[src/pkg/vrseq_pkg.sv]
package vrseq_pkg;
    // synchronised pin group
    typedef struct packed {
        logic power_down_n;
        logic slow_exit_n;
        logic deep_sleep_request;
        logic phase_reduce_n;
        logic [6:0] voltage_code_inputs;
        logic valley_a;
        logic valley_b;
        logic neg_a;
        logic neg_b;
        logic above_reg;
        logic ton_done_a;
        logic ton_done_b;
        logic undervoltage_trip;
        logic thermal_trip;
    } vrseq_pins_type;

    typedef enum logic [4:0] {
        VRSEQ_OFF = 5'h01,
        VRSEQ_BOOT = 5'h02,
        VRSEQ_RUN = 5'h04,
        VRSEQ_SHUT = 5'h08,
        VRSEQ_FAULT = 5'h10
    } vrseq_mode_type;

    typedef enum logic [1:0] {
        VRSEQ_SLEW_NOM = 2'h0,
        VRSEQ_SLEW_HALF = 2'h1,
        VRSEQ_SLEW_EIGHTH = 2'h2
    } vrseq_slew_type;

    localparam int CLK_PERIOD_NS = 10;
    localparam int INTEG_HOLD_NS = 20000;
    localparam logic [10:0] INTEG_CYC = 11'(INTEG_HOLD_NS / CLK_PERIOD_NS);
    localparam int SLEW_STEP_NS = 40;
    localparam logic [5:0] SLEW_NOM_CYC = 6'(SLEW_STEP_NS / CLK_PERIOD_NS);
    localparam int MIN_OFF_NS = 80;
    localparam logic [3:0] MIN_OFF_CYC = 4'((MIN_OFF_NS + CLK_PERIOD_NS - 1) / CLK_PERIOD_NS);
    localparam logic [6:0] BOOT_CODE = 7'h30;

    localparam logic [3:0] ADDR_CTRL = 4'h0;
    localparam logic [3:0] ADDR_STATUS = 4'h4;
    localparam logic [3:0] ADDR_TARGET = 4'h8;
    localparam int CTRL_OVERLAP_BIT = 0;
    localparam int CTRL_NEG_BIT = 1;
    localparam logic [1:0] CTRL_RESET = 2'h3;
    localparam logic [1:0] RESP_OKAY = 2'h0;
    localparam logic [1:0] RESP_SLVERR = 2'h2;
endpackage

[src/core/vrseq_core.sv]
// Summary of operation
// no new cycle while valley limit exceeded
// either phase valley trip blocks both phases
// forced-pwm negative limit fires on-pulse immediately
// short integrator at pulse-skip code transition start
// release integrator after settle, edge, 20us
// below regulation at min-off: overlap both phases
// overlap lasts until above at min-off end
// after overlap, resume on opposite phase
// startup ramps target from zero to boot
// any code change starts target transition
// power-down low forces lows, disabled state
// power-up boots multiphase skip, eighth slew
// full power: two-phase forced-pwm, nominal slew
// phase reduce stops phase b, single pwm
// deep sleep: single skip, blank thresholds downward
// slow exit low halves slew, keeps blanking
// power-down fall: flags low, multiphase ramp down
// target at zero ends shutdown, low power
// undervoltage or thermal latches fault until toggle
// priority power-down, fault, sleep, reduce; synced
`timescale 1ns/10ps
module vrseq_core (
    input wire logic clk,
    input wire logic rst,
    input wire vrseq_pkg::vrseq_pins_type pins,
    output logic high_gate_drive_a,
    output logic high_gate_drive_b,
    output logic low_gate_drive_a,
    output logic low_gate_drive_b,
    output logic output_in_regulation,
    output logic phase_balance_ok,
    output logic cpu_clock_gate,
    output logic threshold_blank,
    output logic integrator_short,
    output logic [6:0] target_code,
    output logic [3:0] s_axi_awaddr,
    input wire logic s_axi_awvalid_in,
    input wire logic [3:0] s_axi_awaddr_in,
    output logic s_axi_awready,
    input wire logic s_axi_wvalid,
    input wire logic [31:0] s_axi_wdata,
    input wire logic [3:0] s_axi_wstrb,
    output logic s_axi_wready,
    output logic s_axi_bvalid,
    output logic [1:0] s_axi_bresp,
    input wire logic s_axi_bready,
    input wire logic s_axi_arvalid,
    input wire logic [3:0] s_axi_araddr,
    output logic s_axi_arready,
    output logic s_axi_rvalid,
    output logic [31:0] s_axi_rdata,
    output logic [1:0] s_axi_rresp,
    input wire logic s_axi_rready
);
    typedef struct packed {
        vrseq_pkg::vrseq_pins_type s1;
        vrseq_pkg::vrseq_pins_type s2;
        logic prev_pd_n;
        logic prev_above;
        logic [6:0] prev_code;
        vrseq_pkg::vrseq_mode_type mode;
        logic [6:0] target;
        logic [5:0] slew_cnt;
        logic on_a;
        logic on_b;
        logic [3:0] off_cnt;
        logic last_b;
        logic next_b;
        logic pre_overlap_b;
        logic overlap;
        logic integ_short;
        logic integ_wait;
        logic [10:0] integ_cnt;
        logic low_a;
        logic low_b;
        logic pgood;
        logic pbal;
        logic clk_gate;
        logic blank;
        logic [1:0] ctrl;
        logic aw_full;
        logic [3:0] aw_addr;
        logic w_full;
        logic [31:0] w_data;
        logic [3:0] w_strb;
        logic bvalid;
        logic [1:0] bresp;
        logic rvalid;
        logic [31:0] rdata;
        logic [1:0] rresp;
    } vrseq_state_type;

    vrseq_state_type st;
    vrseq_state_type next_st;

    function automatic logic [5:0] slew_period(input vrseq_pkg::vrseq_slew_type s);
        case (s)
            vrseq_pkg::VRSEQ_SLEW_HALF: slew_period = 6'(vrseq_pkg::SLEW_NOM_CYC * 2);
            vrseq_pkg::VRSEQ_SLEW_EIGHTH: slew_period = 6'(vrseq_pkg::SLEW_NOM_CYC * 8);
            default: slew_period = vrseq_pkg::SLEW_NOM_CYC;
        endcase
    endfunction

    logic active;
    logic forced_pwm;
    logic multi;
    logic [6:0] goal;
    vrseq_pkg::vrseq_slew_type slew;
    logic pd_fall;
    logic pd_rise;
    logic valley_any;
    logic neg_fire_a;
    logic neg_fire_b;
    logic start_norm;
    logic min_off_end;
    logic code_change;

    always_comb begin
        next_st = st;
        // two-flop pin sync
        next_st.s1 = pins;
        next_st.s2 = st.s1;
        next_st.prev_pd_n = st.s2.power_down_n;
        next_st.prev_above = st.s2.above_reg;
        next_st.prev_code = st.s2.voltage_code_inputs;
        pd_fall = st.prev_pd_n && !st.s2.power_down_n;
        pd_rise = !st.prev_pd_n && st.s2.power_down_n;
        code_change = st.s2.voltage_code_inputs != st.prev_code;
        // mode priority decode
        case (st.mode)
            vrseq_pkg::VRSEQ_OFF: begin
                // rising power-down starts boot
                if (pd_rise) begin
                    next_st.mode = vrseq_pkg::VRSEQ_BOOT;
                    next_st.target = 7'h00;
                end
            end
            vrseq_pkg::VRSEQ_BOOT, vrseq_pkg::VRSEQ_RUN: begin
                // falling power-down begins soft shutdown
                if (!st.s2.power_down_n) begin
                    next_st.mode = vrseq_pkg::VRSEQ_SHUT;
                // fault latch
                end else if (st.s2.undervoltage_trip || st.s2.thermal_trip) begin
                    next_st.mode = vrseq_pkg::VRSEQ_FAULT;
                end else if (st.mode == vrseq_pkg::VRSEQ_BOOT &&
                             st.target == vrseq_pkg::BOOT_CODE) begin
                    next_st.mode = vrseq_pkg::VRSEQ_RUN;
                end
            end
            vrseq_pkg::VRSEQ_SHUT: begin
                // zero target ends shutdown
                if (st.target == 7'h00) begin
                    next_st.mode = vrseq_pkg::VRSEQ_OFF;
                end
            end
            vrseq_pkg::VRSEQ_FAULT: begin
                // toggle of power-down clears fault
                if (!st.s2.power_down_n) begin
                    next_st.mode = vrseq_pkg::VRSEQ_OFF;
                    next_st.target = 7'h00;
                end
            end
            default: next_st.mode = vrseq_pkg::VRSEQ_OFF;
        endcase
        active = st.mode == vrseq_pkg::VRSEQ_BOOT || st.mode == vrseq_pkg::VRSEQ_RUN ||
                 st.mode == vrseq_pkg::VRSEQ_SHUT;
        // forced pwm in run unless deep sleep, and in shutdown
        forced_pwm = (st.mode == vrseq_pkg::VRSEQ_RUN && !st.s2.deep_sleep_request) ||
                     st.mode == vrseq_pkg::VRSEQ_SHUT;
        // phase reduce and R15 deep sleep select one phase
        multi = st.mode == vrseq_pkg::VRSEQ_BOOT || st.mode == vrseq_pkg::VRSEQ_SHUT ||
                (st.mode == vrseq_pkg::VRSEQ_RUN && !st.s2.deep_sleep_request &&
                 st.s2.phase_reduce_n);
        // boot goal and R10 code goal
        case (st.mode)
            vrseq_pkg::VRSEQ_BOOT: goal = vrseq_pkg::BOOT_CODE;
            vrseq_pkg::VRSEQ_RUN: goal = st.s2.voltage_code_inputs;
            default: goal = 7'h00;
        endcase
        // slow exit halves slew
        if (st.mode != vrseq_pkg::VRSEQ_RUN) begin
            slew = vrseq_pkg::VRSEQ_SLEW_EIGHTH;
        end else if (st.s2.deep_sleep_request && !st.s2.slow_exit_n) begin
            slew = vrseq_pkg::VRSEQ_SLEW_HALF;
        end else begin
            slew = vrseq_pkg::VRSEQ_SLEW_NOM;
        end
        // stepwise target ramp
        if (!active || st.target == goal || st.slew_cnt >= slew_period(slew) - 6'h01) begin
            next_st.slew_cnt = 6'h00;
        end else begin
            next_st.slew_cnt = st.slew_cnt + 6'h01;
        end
        if (active && st.target != goal && st.slew_cnt >= slew_period(slew) - 6'h01) begin
            next_st.target = (st.target < goal) ? st.target + 7'h01 : st.target - 7'h01;
        end
        // switching: on-time end and min-off
        if (st.on_a && st.s2.ton_done_a) begin
            next_st.on_a = 1'b0;
        end
        if (st.on_b && st.s2.ton_done_b) begin
            next_st.on_b = 1'b0;
        end
        if ((st.on_a && !next_st.on_a) || (st.on_b && !next_st.on_b)) begin
            next_st.off_cnt = vrseq_pkg::MIN_OFF_CYC;
        end else if (st.off_cnt != 4'h0) begin
            next_st.off_cnt = st.off_cnt - 4'h1;
        end
        min_off_end = st.off_cnt == 4'h1;
        // below regulation at min-off end enters overlap
        if (min_off_end && !st.s2.above_reg && multi && st.ctrl[vrseq_pkg::CTRL_OVERLAP_BIT]) begin
            if (!st.overlap) begin
                next_st.pre_overlap_b = st.last_b;
            end
            next_st.overlap = 1'b1;
        // overlap ends when above at min-off end, or when not active
        end else if (min_off_end && st.s2.above_reg && st.overlap) begin
            next_st.overlap = 1'b0;
            // resume on opposite phase
            next_st.next_b = !st.pre_overlap_b;
        end
        valley_any = st.s2.valley_a || st.s2.valley_b;
        // valley limit blocks start; R2: either phase blocks both
        start_norm = active && !st.on_a && !st.on_b && st.off_cnt == 4'h0 &&
                     !st.s2.above_reg && !valley_any;
        if (start_norm) begin
            if (st.overlap && multi) begin
                next_st.on_a = 1'b1;
                next_st.on_b = 1'b1;
            end else if (st.next_b && multi) begin
                next_st.on_b = 1'b1;
                next_st.last_b = 1'b1;
                next_st.next_b = 1'b0;
            end else begin
                next_st.on_a = 1'b1;
                next_st.last_b = 1'b0;
                next_st.next_b = multi;
            end
        end
        // negative limit immediate pulse in forced pwm
        neg_fire_a = forced_pwm && st.ctrl[vrseq_pkg::CTRL_NEG_BIT] && st.s2.neg_a && !st.on_a;
        neg_fire_b = forced_pwm && st.ctrl[vrseq_pkg::CTRL_NEG_BIT] && st.s2.neg_b &&
                     !st.on_b && multi;
        if (neg_fire_a) begin
            next_st.on_a = 1'b1;
        end
        if (neg_fire_b) begin
            next_st.on_b = 1'b1;
        end
        // disabled states hold drives off
        if (!active) begin
            next_st.on_a = 1'b0;
            next_st.on_b = 1'b0;
            next_st.overlap = 1'b0;
            next_st.off_cnt = 4'h0;
        end
        // phase b stopped when not multiphase
        if (!multi) begin
            next_st.on_b = 1'b0;
        end
        next_st.low_a = active && !next_st.on_a;
        next_st.low_b = active && multi && !next_st.on_b;
        // short integrator at pulse-skip transition start
        if (st.mode == vrseq_pkg::VRSEQ_RUN && st.s2.deep_sleep_request && code_change) begin
            next_st.integ_short = 1'b1;
            next_st.integ_wait = 1'b0;
            next_st.integ_cnt = 11'h000;
        // settle, comparator edge, then hold time
        end else if (st.integ_short && !st.integ_wait && st.target == goal &&
                     st.s2.above_reg && !st.prev_above) begin
            next_st.integ_wait = 1'b1;
            next_st.integ_cnt = 11'h000;
        end else if (st.integ_wait) begin
            if (st.integ_cnt == vrseq_pkg::INTEG_CYC - 11'h001) begin
                next_st.integ_short = 1'b0;
                next_st.integ_wait = 1'b0;
            end else begin
                next_st.integ_cnt = st.integ_cnt + 11'h001;
            end
        end
        // flags drop at once on shutdown
        next_st.pgood = next_st.mode == vrseq_pkg::VRSEQ_RUN && !pd_fall && st.target == goal;
        next_st.pbal = next_st.mode == vrseq_pkg::VRSEQ_RUN && !pd_fall;
        next_st.clk_gate = !next_st.pgood;
        // blank upper thresholds downward; R16 always when slow
        next_st.blank = st.mode == vrseq_pkg::VRSEQ_RUN && st.s2.deep_sleep_request &&
                        (goal < st.target || !st.s2.slow_exit_n);
        // register bus slave
        if (s_axi_awvalid_in && s_axi_awready) begin
            next_st.aw_full = 1'b1;
            next_st.aw_addr = s_axi_awaddr_in;
        end
        if (s_axi_wvalid && s_axi_wready) begin
            next_st.w_full = 1'b1;
            next_st.w_data = s_axi_wdata;
            next_st.w_strb = s_axi_wstrb;
        end
        if (st.aw_full && st.w_full && !st.bvalid) begin
            next_st.aw_full = 1'b0;
            next_st.w_full = 1'b0;
            next_st.bvalid = 1'b1;
            next_st.bresp = vrseq_pkg::RESP_OKAY;
            if (st.aw_addr == vrseq_pkg::ADDR_CTRL) begin
                if (st.w_strb[0]) begin
                    next_st.ctrl = st.w_data[1:0];
                end
            end else if (st.aw_addr != vrseq_pkg::ADDR_STATUS &&
                         st.aw_addr != vrseq_pkg::ADDR_TARGET) begin
                next_st.bresp = vrseq_pkg::RESP_SLVERR;
            end
        end else if (st.bvalid && s_axi_bready) begin
            next_st.bvalid = 1'b0;
        end
        if (s_axi_arvalid && s_axi_arready) begin
            next_st.rvalid = 1'b1;
            next_st.rresp = vrseq_pkg::RESP_OKAY;
            case (s_axi_araddr)
                vrseq_pkg::ADDR_CTRL: next_st.rdata = {30'h0, st.ctrl};
                vrseq_pkg::ADDR_STATUS: next_st.rdata = {21'h0, st.mode, st.integ_short,
                                                         st.overlap, st.last_b, st.on_b,
                                                         st.on_a, st.pgood};
                vrseq_pkg::ADDR_TARGET: next_st.rdata = {17'h0, goal, 1'b0, st.target};
                default: begin
                    next_st.rdata = 32'h0;
                    next_st.rresp = vrseq_pkg::RESP_SLVERR;
                end
            endcase
        end else if (st.rvalid && s_axi_rready) begin
            next_st.rvalid = 1'b0;
        end
    end

    always_ff @(posedge clk) begin
        if (rst) begin
            st <= '0;
            st.mode <= vrseq_pkg::VRSEQ_OFF;
            st.ctrl <= vrseq_pkg::CTRL_RESET;
            st.clk_gate <= 1'b1;
        end else begin
            st <= next_st;
        end
    end

    assign s_axi_awready = !st.aw_full && !st.bvalid;
    assign s_axi_wready = !st.w_full && !st.bvalid;
    assign s_axi_arready = !st.rvalid;
    assign s_axi_awaddr = st.aw_addr;
    assign s_axi_bvalid = st.bvalid;
    assign s_axi_bresp = st.bresp;
    assign s_axi_rvalid = st.rvalid;
    assign s_axi_rdata = st.rdata;
    assign s_axi_rresp = st.rresp;
    assign high_gate_drive_a = st.on_a;
    assign high_gate_drive_b = st.on_b;
    assign low_gate_drive_a = st.low_a;
    assign low_gate_drive_b = st.low_b;
    assign output_in_regulation = st.pgood;
    assign phase_balance_ok = st.pbal;
    assign cpu_clock_gate = st.clk_gate;
    assign threshold_blank = st.blank;
    assign integrator_short = st.integ_short;
    assign target_code = st.target;
endmodule // vrseq_core

[config.mk]
export PLATFORM = sky130hd
export DESIGN_NAME = vrseq_core
export DESIGN_NICKNAME = d
export VERILOG_FILES = /design/src/pkg/vrseq_pkg.sv /design/src/core/vrseq_core.sv
export SDC_FILE = /design/constraint.sdc
export NUM_CORES = 1
export LEC_CHECK = 0
export BUFFER_PORTS_ARGS = -buffer_cell sky130_fd_sc_hd__buf_2
export CAP_MARGIN = 20
export CORE_MARGIN = 2
export CORE_UTILIZATION = 49
export DETAILED_ROUTE_END_ITERATION = 7
export GPL_TIMING_DRIVEN = 0
export PLACE_DENSITY = 0.78
export SYNTH_ARGS = -nofsm -noshare
export SYNTH_HDL_FRONTEND = slang
export SYNTH_SLANG_ARGS = --single-unit
[constraint.sdc]
create_clock -name clk -period 4.31 [get_ports clk]
set_input_delay 0.6465 -clock clk [delete_from_list [all_inputs] [get_ports clk]]
set_output_delay 0.6465 -clock clk [all_outputs]
set_load 0.01 [all_outputs]
# After elaboration in Yosys (flattened, before gate mapping)
# Cells that the tools add are included.
[op_classes]
addsub = 6
n_eq_ne = 22
n_lt_le_gt_ge = 3
mux = 47
n_reduce_logical = 111
n_bitwise = 4
[ops]
columns = ["cell", "n"]
rows = [
  ["logical AND 1 bit", 52],
  ["case mux 15 bit (3 select lines)", 1],
  ["2-to-1 mux 12 bit", 3],
  ["case mux 7 bit (2 select lines)", 2],
  ["2-to-1 mux 13 bit", 2],
  ["logical NOT 1 bit", 22],
  ["2-to-1 mux 5 bit", 4],
  ["case mux 5 bit (4 select lines)", 1],
  ["2-to-1 mux 1 bit", 19],
  ["2-to-1 mux 2 bit", 8],
  ["< comparator 7 bit", 2],
  ["2-to-1 mux 7 bit", 2],
  ["inequality test 7 bit", 2],
  ["logical NOT 4 bit", 3],
  ["case mux 6 bit (2 select lines)", 1],
  ["nonzero test 2 bit", 6],
  ["adder 11 x 1 -> 11 bit (second input constant)", 1],
  ["equality test 11 bit (second input constant)", 1],
  ["logical OR 1 bit", 11],
  ["2-to-1 mux 11 bit", 1],
  ["equality test 5 x 3 -> 1 bit (second input constant)", 2],
  ["OR reduction 2 bit", 5],
  ["AND reduction 3 bit", 3],
  ["OR reduction 3 bit", 3],
  ["other kinds (29)", 36],
]
[word_totals]
inputBits = 71
register_bits = 145

# Logic depth before layout (Yosys ltp)
# Gate-level depths: netlist of the first run.
[depth]
word_depth = 14
mapped_depth = 17

# Worst setup path after synthesis of the first run
# OpenSTA, ideal clock, no wires.
[synth_timing]
path_type = "reg2reg"
start = "register st[127] in the netlist's numbering"
end = "register st (netlist bit target_code[6])"
period_less_slack_ps = 4133
required_time_ps = 4235
arrival_ps = 4059
path_slack_ps = 177
path_buffers = 2
setup_ps = 75
path_stages_with_launch = 17
path_cell_list = "dfxtp_1 -> clkbuf_1 -> nor2_1 -> and3_1 -> clkbuf_1 -> a21o_1 -> ha_1 -> a211oi_1 -> nor2_1 -> o31ai_1 -> ha_1 -> nor2b_1 -> o21ai_0 -> a21oi_1 -> or3b_1 -> a211o_1 -> a31oi_1"
[synth_between]
elab_chain_len = 9
[synth_lines]
columns = ["element", "line_no", "text"]
rows = [
  ["start, declared", "vrseq_core.sv:94", "vrseq_state_type st;"],
  ["start signal, assigned", "vrseq_core.sv:341", "st <= next_st;"],
  ["inequality test 5 x 3 -> 1 bit", "vrseq_core.sv:182", "if (st.mode != vrseq_pkg::VRSEQ_RUN) begin"],
  ["2-to-1 mux 2 bit", "vrseq_core.sv:182", ""],
  ["equality test 2 bit or equality test 2 x 1 -> 1 bit (tied branches)", "vrseq_core.sv:98", "case (s)"],
  ["case mux 6 bit (2 select lines)", "vrseq_core.sv:98", ""],
  ["subtractor 6 x 1 -> 6 bit", "vrseq_core.sv:195", "if (active && st.target != goal && st.slew_cnt >= slew_period(slew) - 6'h01) begin"],
  ["greater-or-equal comparator 6 bit", "vrseq_core.sv:195", ""],
  ["logical AND 1 bit", "vrseq_core.sv:195", ""],
  ["inequality test 3 bit (no source line) or nonzero test 3 bit (tied branches)", "-", ""],
  ["AND reduction 3 bit (no source line)", "-", ""],
]
# Several ways; a longest one is shown, not always the timed one.
# A chain may end at the register's enable or synchronous reset.

# Worst setup path in the final report of the first run
[layout_timing]
start = "register st[125] in the netlist's numbering"
end = "register st (netlist bit target_code[6])"
# Same word-level chain as after synthesis.

==> impl_metrics.csv, run 1 <==
group,metric,value,unit
setup_path,r2r_end,"target_code[6]",
pwr,peakVddDrop,0.237,mV
cts,ctsRootBufferMaster,"clkbuf_16",
pwr,post-layout-total-power,0.00280,W
synthesis,synth_mux_area_frac,0.0265,
timing,relSlewSlack,0.398,
detailed_routing,vias,4684,
synthesis,synthDominantAreaCellType,"dfxtp_1",
synthesis,yosys.area_share.adder,0.0543,
setup_path,crit_path_max_incr_delay,0.42,ns
global_routing,number_of_antenna_violations_at_the_first_check_in_global_routing,0,
synthesis,count_of_state_elements_after_synthesis,126,
detailed_routing,dr.first_iter.drc_count,320,
synthesis,ys_warn_count,0,
synthesis,mappedNetlistArea,5670,µm²
timing,drv_slew,0,
synthesis,synth_enable_flop_cells,0,
synthesis,synth-simple-area-share,0.229,
die,std_cell_rows,39,
setup_path,worst-setup-path-type,"reg2reg",
cts,clock_latency,0.42,ns
global_routing,grt_max_degree,17,
cts,cts-htree-levels,4,
detailed_routing,drtAntennaViolNets,0,
detailed_routing,post_drt_via_cell_ratio,5.22,
global_routing,grt_pass1_vias,4576,
setup_path,path_cells,"clkbuf_2 > nor2_1 > and3_1 > clkbuf_2 > a21o_1 > ha_1 > a211oi_1 > nor2_1 > o31ai_4 > ha_1 > nor2b_1 > o21ai_0 > a21oi_1 > or3b_1 > a211o_1 > a31oi_1",
setup_path,worst_ep_arrival_time,4.50,ns
global_routing,grt.overflow.total,0,
synthesis,synthXorXnorAreaFrac,0.0432,
setup_path,r2r_cells,16,
cells_and_area,syn_to_final_growth,22.3,%
detailed_routing,route.final.wire_length,13000,µm
cells_and_area,layout-drive-gt1-share,0.228,
synthesis,dominantRegCellSynth,"dfxtp_1",
cells_and_area,finalNetCount,837,
status,outcome,"complete, no violations",
synthesis,ys_seq_area_frac,0.445,
synthesis,synthArstFlopShare,0,
timing,post_route_worst_setup_slack,0.148,ns
die,die_w,112,µm
global_routing,grt.total_usage,0.216,
synthesis,yosys.cell_types.count,57,
setup_path,crit_path_start_kind,"register",
detailed_routing,drt_pass1_iterations,5,
place,routabilityCongestion,0.913,
timing,setup_viol,0,
place,dp_worst_setup_slack,-0.756,ns
setup_path,timing.critical_path.to_type,"register",
setup_path,critPathLaunch,"st[125]",
setup_path,r2r_start,"st[125]",
cells_and_area,fin_util,0.610,
place,port_buffers,79,
timing,final-hold-violation-count,0,
setup_path,critical_path_maximum_fanout,11,
setup_path,worst-endpoint-required,4.65,ns
pwr,power_per_cell_area,404,nW/µm²
place,dp_hpwl,9400,µm
synthesis,postSynthCellCount,626,
synthesis,post-synth-top-area-fraction,0.445,
synthesis,synth_top_family_by_area,"simple AND/OR/NAND/NOR gates",
pwr,power.static_leakage,3.03,nW
cts,cts_buffer_depth,2,
timing,period_minus_slack,4.16,ns
timing,skew,0.00631,ns
timing,worst_pin_slew,0.895,ns
synthesis,synthTopCellsByArea,"dfxtp_1 (44%), buf_4 (6.2%), nor2b_1 (6.0%), ha_1 (5.1%), nor2_1 (5.0%)",
die,die_y,112,µm
timing,min_period_over_period,0.966,
cts,clkSinkCount,126,
cts,cts_tree,"built",
die,core-area,11400,µm²
setup_path,end_point_of_the_critical_path,"target_code[6]",
die,start_util,0.499,
timing,finalSetupTns,0,ns
timing,fmax,0.240,GHz
cts,path_clk_slew,0.06,ns
die,pin_count,132,
die,die_area,12400,µm²
setup_path,critPathSlowestCell,"dfxtp_1",
synthesis,synth_compound_area_frac,0.107,
detailed_routing,routedWlPerCell,14.5,µm
setup_path,timing.reg2reg.setup_slack,0.15,ns
detailed_routing,drc_errors,0,
run,max-cap-violations,0,
cells_and_area,insertedDiodeCount,0,
cts,cts_inserted_buffers,17,
synthesis,postSynthAreaPerCell,9.06,µm²
cts,cts_hold_buffers,0,
global_routing,grt_pass1_wl,21500,µm
worst_hold_path,min-delay-path-class,"in2reg",
-- per-layer routing --
layer	part of all wire	wire length, µm	global-route usage
met5	0	0	0
met2	0.47	6110	0.359
met3	0.079	1020	0.0582
met1	0.42	5440	0.257
met4	0.033	433	0.109
-- kinds of logic (layout without fill, tap and decap cells) --
logic type	count (synthesis)	after routing
xor+xnor	28	28
simple gates	250	250
buf+inv	93	204
compound gates	88	88
other cells	2	20
flops	126	126
fa+ha+maj	24	24
mux	15	15
-- layout by cell type (no fill, tap or decap), types with 8 or more instances in the layout --
master and n:
a222oi_1 8, mux2i_1 15, nor2_1 75, nand2_1 30
clkbuf_16 17, and3_1 8, buf_4 48, buf_2 84
clkbuf_1 15, nor2b_1 54, ha_1 23, xor2_1 10
nand3_1 16, conb_1 20, dfxtp_1 126, o21ai_0 8
a21oi_1 27, nor3_1 13, inv_1 21, nand2b_1 9
xnor2_1 18, a22oi_1 8, nand4_1 10, and2_1 8
-- how the worst min path moves through the flow --
| stage | start | end | slack (ns) | depth (start not counted) |
|---|---|---|---|---|
| 2_1_floorplan | st[111] | st[111] | 0.41 | 1 |
| 3_3_place_gp | st[111] | st[111] | 0.42 | 1 |
| 3_5_place_dp | next_st[149] | next_st[131] | 0.42 | 1 |
| 4_1_cts | s_axi_rready | s_axi_rvalid | 0.42 | 2 |
| 5_1_grt | s_axi_rready | s_axi_rvalid | 0.42 | 2 |
| 6_report | s_axi_rready | s_axi_rvalid | 0.42 | 2 |
-- power breakdown --
group / leakage (nW) / internal [W] / switching (W)
Combinational: 1.73 / 0.0000753 / 0.0000902
Clock: 0.280 / 0.000874 / 0.000546
Sequential: 1.03 / 0.00120 / 0.0000184
Total: 3.03 / 0.00215 / 0.000655
-- repair_timing --
item / CTS / global route
resized for setup: 5 / 2
setup endpoints to repair: 6 / 1
buffers inserted: 0 / 1
pin swaps: 0 / 1
-- sequential cells by signal (all words and copies together) (netlist names), 4 cells and up --
name,flops
s_axi_rdata,15
next_st,29
s_axi_awaddr,4
st,58
target_code,7
-- layout make-up --
cell class	instances	area, µm²
sequential	126	2520
clock buffer	18	439
fill	974	4430
buffer	71	452
multi-input combinational	425	2710
clock inverter	14	156
timing repair buffer	80	403
tap	143	179
inverter	21	78.8
-- per-stage QoR --
step / hold WS, ns / instance area [µm²] / std cells
floorplan: 0.413 / 5740 / 644
global placement: 0.424 / 6310 / 866
detailed placement: 0.421 / 6310 / 866
CTS: 0.420 / 6920 / 897
global route: 0.423 / 6940 / 898
finish: 0.423 / 6940 / 898
-- synthesized netlist by cell type, types with 6 or more instances --
library cell / number
mux2i_1: 15
a22oi_1: 8
nand2_1: 30
ha_1: 23
nand4_1: 10
and2_1: 8
and3_1: 8
inv_1: 21
o21ai_0: 8
nor2b_1: 54
a222oi_1: 8
nor2_1: 75
nor3_1: 13
clkbuf_1: 19
nand3_1: 16
buf_4: 47
a21oi_1: 27
xnor2_1: 18
nand2b_1: 9
xor2_1: 10
dfxtp_1: 126
a211oi_1: 6
nand3b_1: 7
-- worst max-delay path: cells and delay by family, from the launching register on --
kind	cells	cell delay, ns
AO/OA/AOI/OAI	7	1.60
AND/OR/NAND/NOR	5	1.01
adder cells (fa/ha/maj)	2	0.60
buffers and inverters	2	0.47
flip-flops	1	0.42
Note: power is estimated with default switching activity, not from simulation.
==> run 2: changes to the inputs <==
--- a/config.mk
+++ b/config.mk
@@ -7,10 +7,9 @@
 export LEC_CHECK = 0
 export BUFFER_PORTS_ARGS = -buffer_cell sky130_fd_sc_hd__buf_2
 export CAP_MARGIN = 20
-export CORE_MARGIN = 2
 export CORE_UTILIZATION = 49
 export DETAILED_ROUTE_END_ITERATION = 7
-export GPL_TIMING_DRIVEN = 0
+export MAX_ROUTING_LAYER = met4
 export PLACE_DENSITY = 0.78
 export SYNTH_ARGS = -nofsm -noshare
 export SYNTH_HDL_FRONTEND = slang
==> impl_metrics.csv, run 2 (same netlist as run 1, synthesis figures left out) <==
group,metric,value,unit
die,die_y,110,µm
pwr,peakVddDrop,0.270,mV
timing,setup_viol,0,
die,die_area,12000,µm²
detailed_routing,top_layer,"met4",
setup_path,critical_path_maximum_fanout,14,
setup_path,r2r_start,"st[125]",
global_routing,grt.overflow.total,0,
cells_and_area,layout.cells.most_common,"dfxtp_1",
die,std_cell_rows,38,
detailed_routing,m1WireLength,5390,µm
cells_and_area,syn_to_final_growth,14.7,%
run,max-cap-violations,0,
pwr,power.static_leakage,2.75,nW
setup_path,crit_path_max_incr_delay,0.49,ns
cells_and_area,top_register,"st",
setup_path,worst_ep_arrival_time,4.28,ns
detailed_routing,drt_pass1_iterations,5,
setup_path,worst-setup-path-type,"reg2reg",
cells_and_area,finalNetCount,770,
setup_path,crit_path_start_kind,"register",
detailed_routing,drc_errors,0,
timing,worst_pin_slew,0.933,ns
cells_and_area,stdcell_count,828,
timing,fmax,0.253,GHz
worst_hold_path,hold_path_startpoint,"s_axi_rready",
timing,finalSetupTns,0,ns
timing,final-hold-violation-count,0,
cells_and_area,layout-drive-gt1-share,0.176,
detailed_routing,routedWlPerCell,15.3,µm
die,start_util,0.512,
timing,rsz0062_at_grt,"no",
global_routing,number_of_antenna_violations_at_the_first_check_in_global_routing,0,
die,core-area,11100,µm²
setup_path,worst_path_most_repeated_cell,"ha_1",
cells_and_area,flip_flop_count_of_the_largest_register_all_copies_and_words_added,58,
timing,skew,0.00695,ns
timing,min_period_over_period,0.918,
detailed_routing,drtAntennaViolNets,0,
global_routing,grt.total_usage,0.224,
cts,cts.repair.resized,0,
setup_path,critPathSlowestCell,"dfxtp_2",
place,dp_hpwl,8680,µm
status,outcome,"complete, no violations",
detailed_routing,dr.first_iter.drc_count,306,
cts,path_clk_slew,0.06,ns
cells_and_area,layout_common_cells,"dfxtp_1 (125), buf_2 (79), nor2_1 (75)",
detailed_routing,route.met3.wl,820,µm
timing,period_minus_slack,3.96,ns
global_routing,grt_pass1_vias,4216,
global_routing,grt_pass1_wl,19900,µm
place,port_buffers,79,
global_routing,grt_max_degree,56,
cells_and_area,final_area,6500,µm²
cts,post-cts-setup-buffer-count,0,
die,pin_count,132,
place,place_area,5890,µm²
setup_path,worst-endpoint-required,4.64,ns
detailed_routing,post_drt_via_cell_ratio,5.45,
cts,cts_tree,"built",
setup_path,path_cells,"inv_1 > nor4b_1 > buf_4 > a21o_1 > ha_1 > a211oi_1 > nor2_1 > o31ai_1 > ha_1 > nor2b_1 > o21ai_0 > a21oi_1 > or3b_1 > a211o_1 > a31oi_1",
timing,drv_slew,0,
detailed_routing,routed_wl_met2,6180,µm
timing,post_route_worst_setup_slack,0.354,ns
setup_path,timing.critical_path.to_type,"register",
cts,clock_latency,0.41,ns
detailed_routing,vias,4516,
cts,ctsRootBufferMaster,"clkbuf_16",
cts,cts_hold_buffers,0,
worst_hold_path,min-delay-path-class,"in2reg",
place,routabilityCongestion,0.896,
cts,cts_buffer_depth,2,
cts,clkSinkCount,126,
place,post_placement_cell_count,796,
setup_path,critPathLaunch,"st[125]",
timing,relSlewSlack,0.372,
die,die_w,110,µm
cells_and_area,fillers,956,
pwr,power_per_cell_area,432,nW/µm²
detailed_routing,route.final.wire_length,12600,µm
cts,cts-htree-levels,4,
place,dp_worst_setup_slack,0.254,ns
cells_and_area,insertedDiodeCount,0,
cts,cts_inserted_buffers,17,
[run 2: worst max-delay path, delay by kind of cell (launching register included)]
kind | cells | cell delay, ns
buf+inv | 2 | 0.33
fa+ha+maj | 2 | 0.58
flops | 1 | 0.49
compound gates | 7 | 1.48
simple gates | 4 | 0.99
[run 2: layout make-up]
cell class                      instances  area [µm²]  area share
Clock buffer                           18         439      0.0676
Clock inverter                         14         166      0.0256
Inverter                               21        78.8      0.0121
Multi-Input combinational cell        425        2690       0.413
Sequential cell                       126        2520       0.388
Tap cell                              140         175      0.0269
Timing Repair Buffer                   84         433      0.0666
[run 2: worst paths after layout]
path	end	slack (ns)	cells after the start
worst max-delay path	target_code[6]	0.35	15
worst min-delay path	s_axi_rvalid	0.43	2
worst max register to register	target_code[6]	0.35	15
worst min register to register	st[143]	0.43	1
[run 2: routing by layer]
| metal | vias to the layer above | global-route usage |
|---|---|---|
| met5 | - | - |
| met2 | 168 | 0.372 |
| met1 | 2146 | 0.257 |
| met4 | 0 | 0.0924 |
| li1 | 2180 | - |
| met3 | 22 | 0.0575 |
[run 2: report_power, final]
part | switching (W) | internal, W | leakage [nW] | total [W]
clock network | 0.000532 | 0.000923 | 0.288 | 0.00146
registers | 0.0000230 | 0.00120 | 1.03 | 0.00122
logic | 0.0000765 | 0.0000560 | 1.44 | 0.000132
total | 0.000631 | 0.00218 | 2.75 | 0.00281
[run 2: per-stage QoR]
stage	util	power, W	hold slack, ns
finish	0.587	0.00281	0.431
CTS	0.587	0.00282	0.417
floorplan	-	0.00135	0.413
global placement	0.532	0.00137	0.422
global route	0.587	0.00289	0.428
detailed placement	0.532	0.00137	0.423
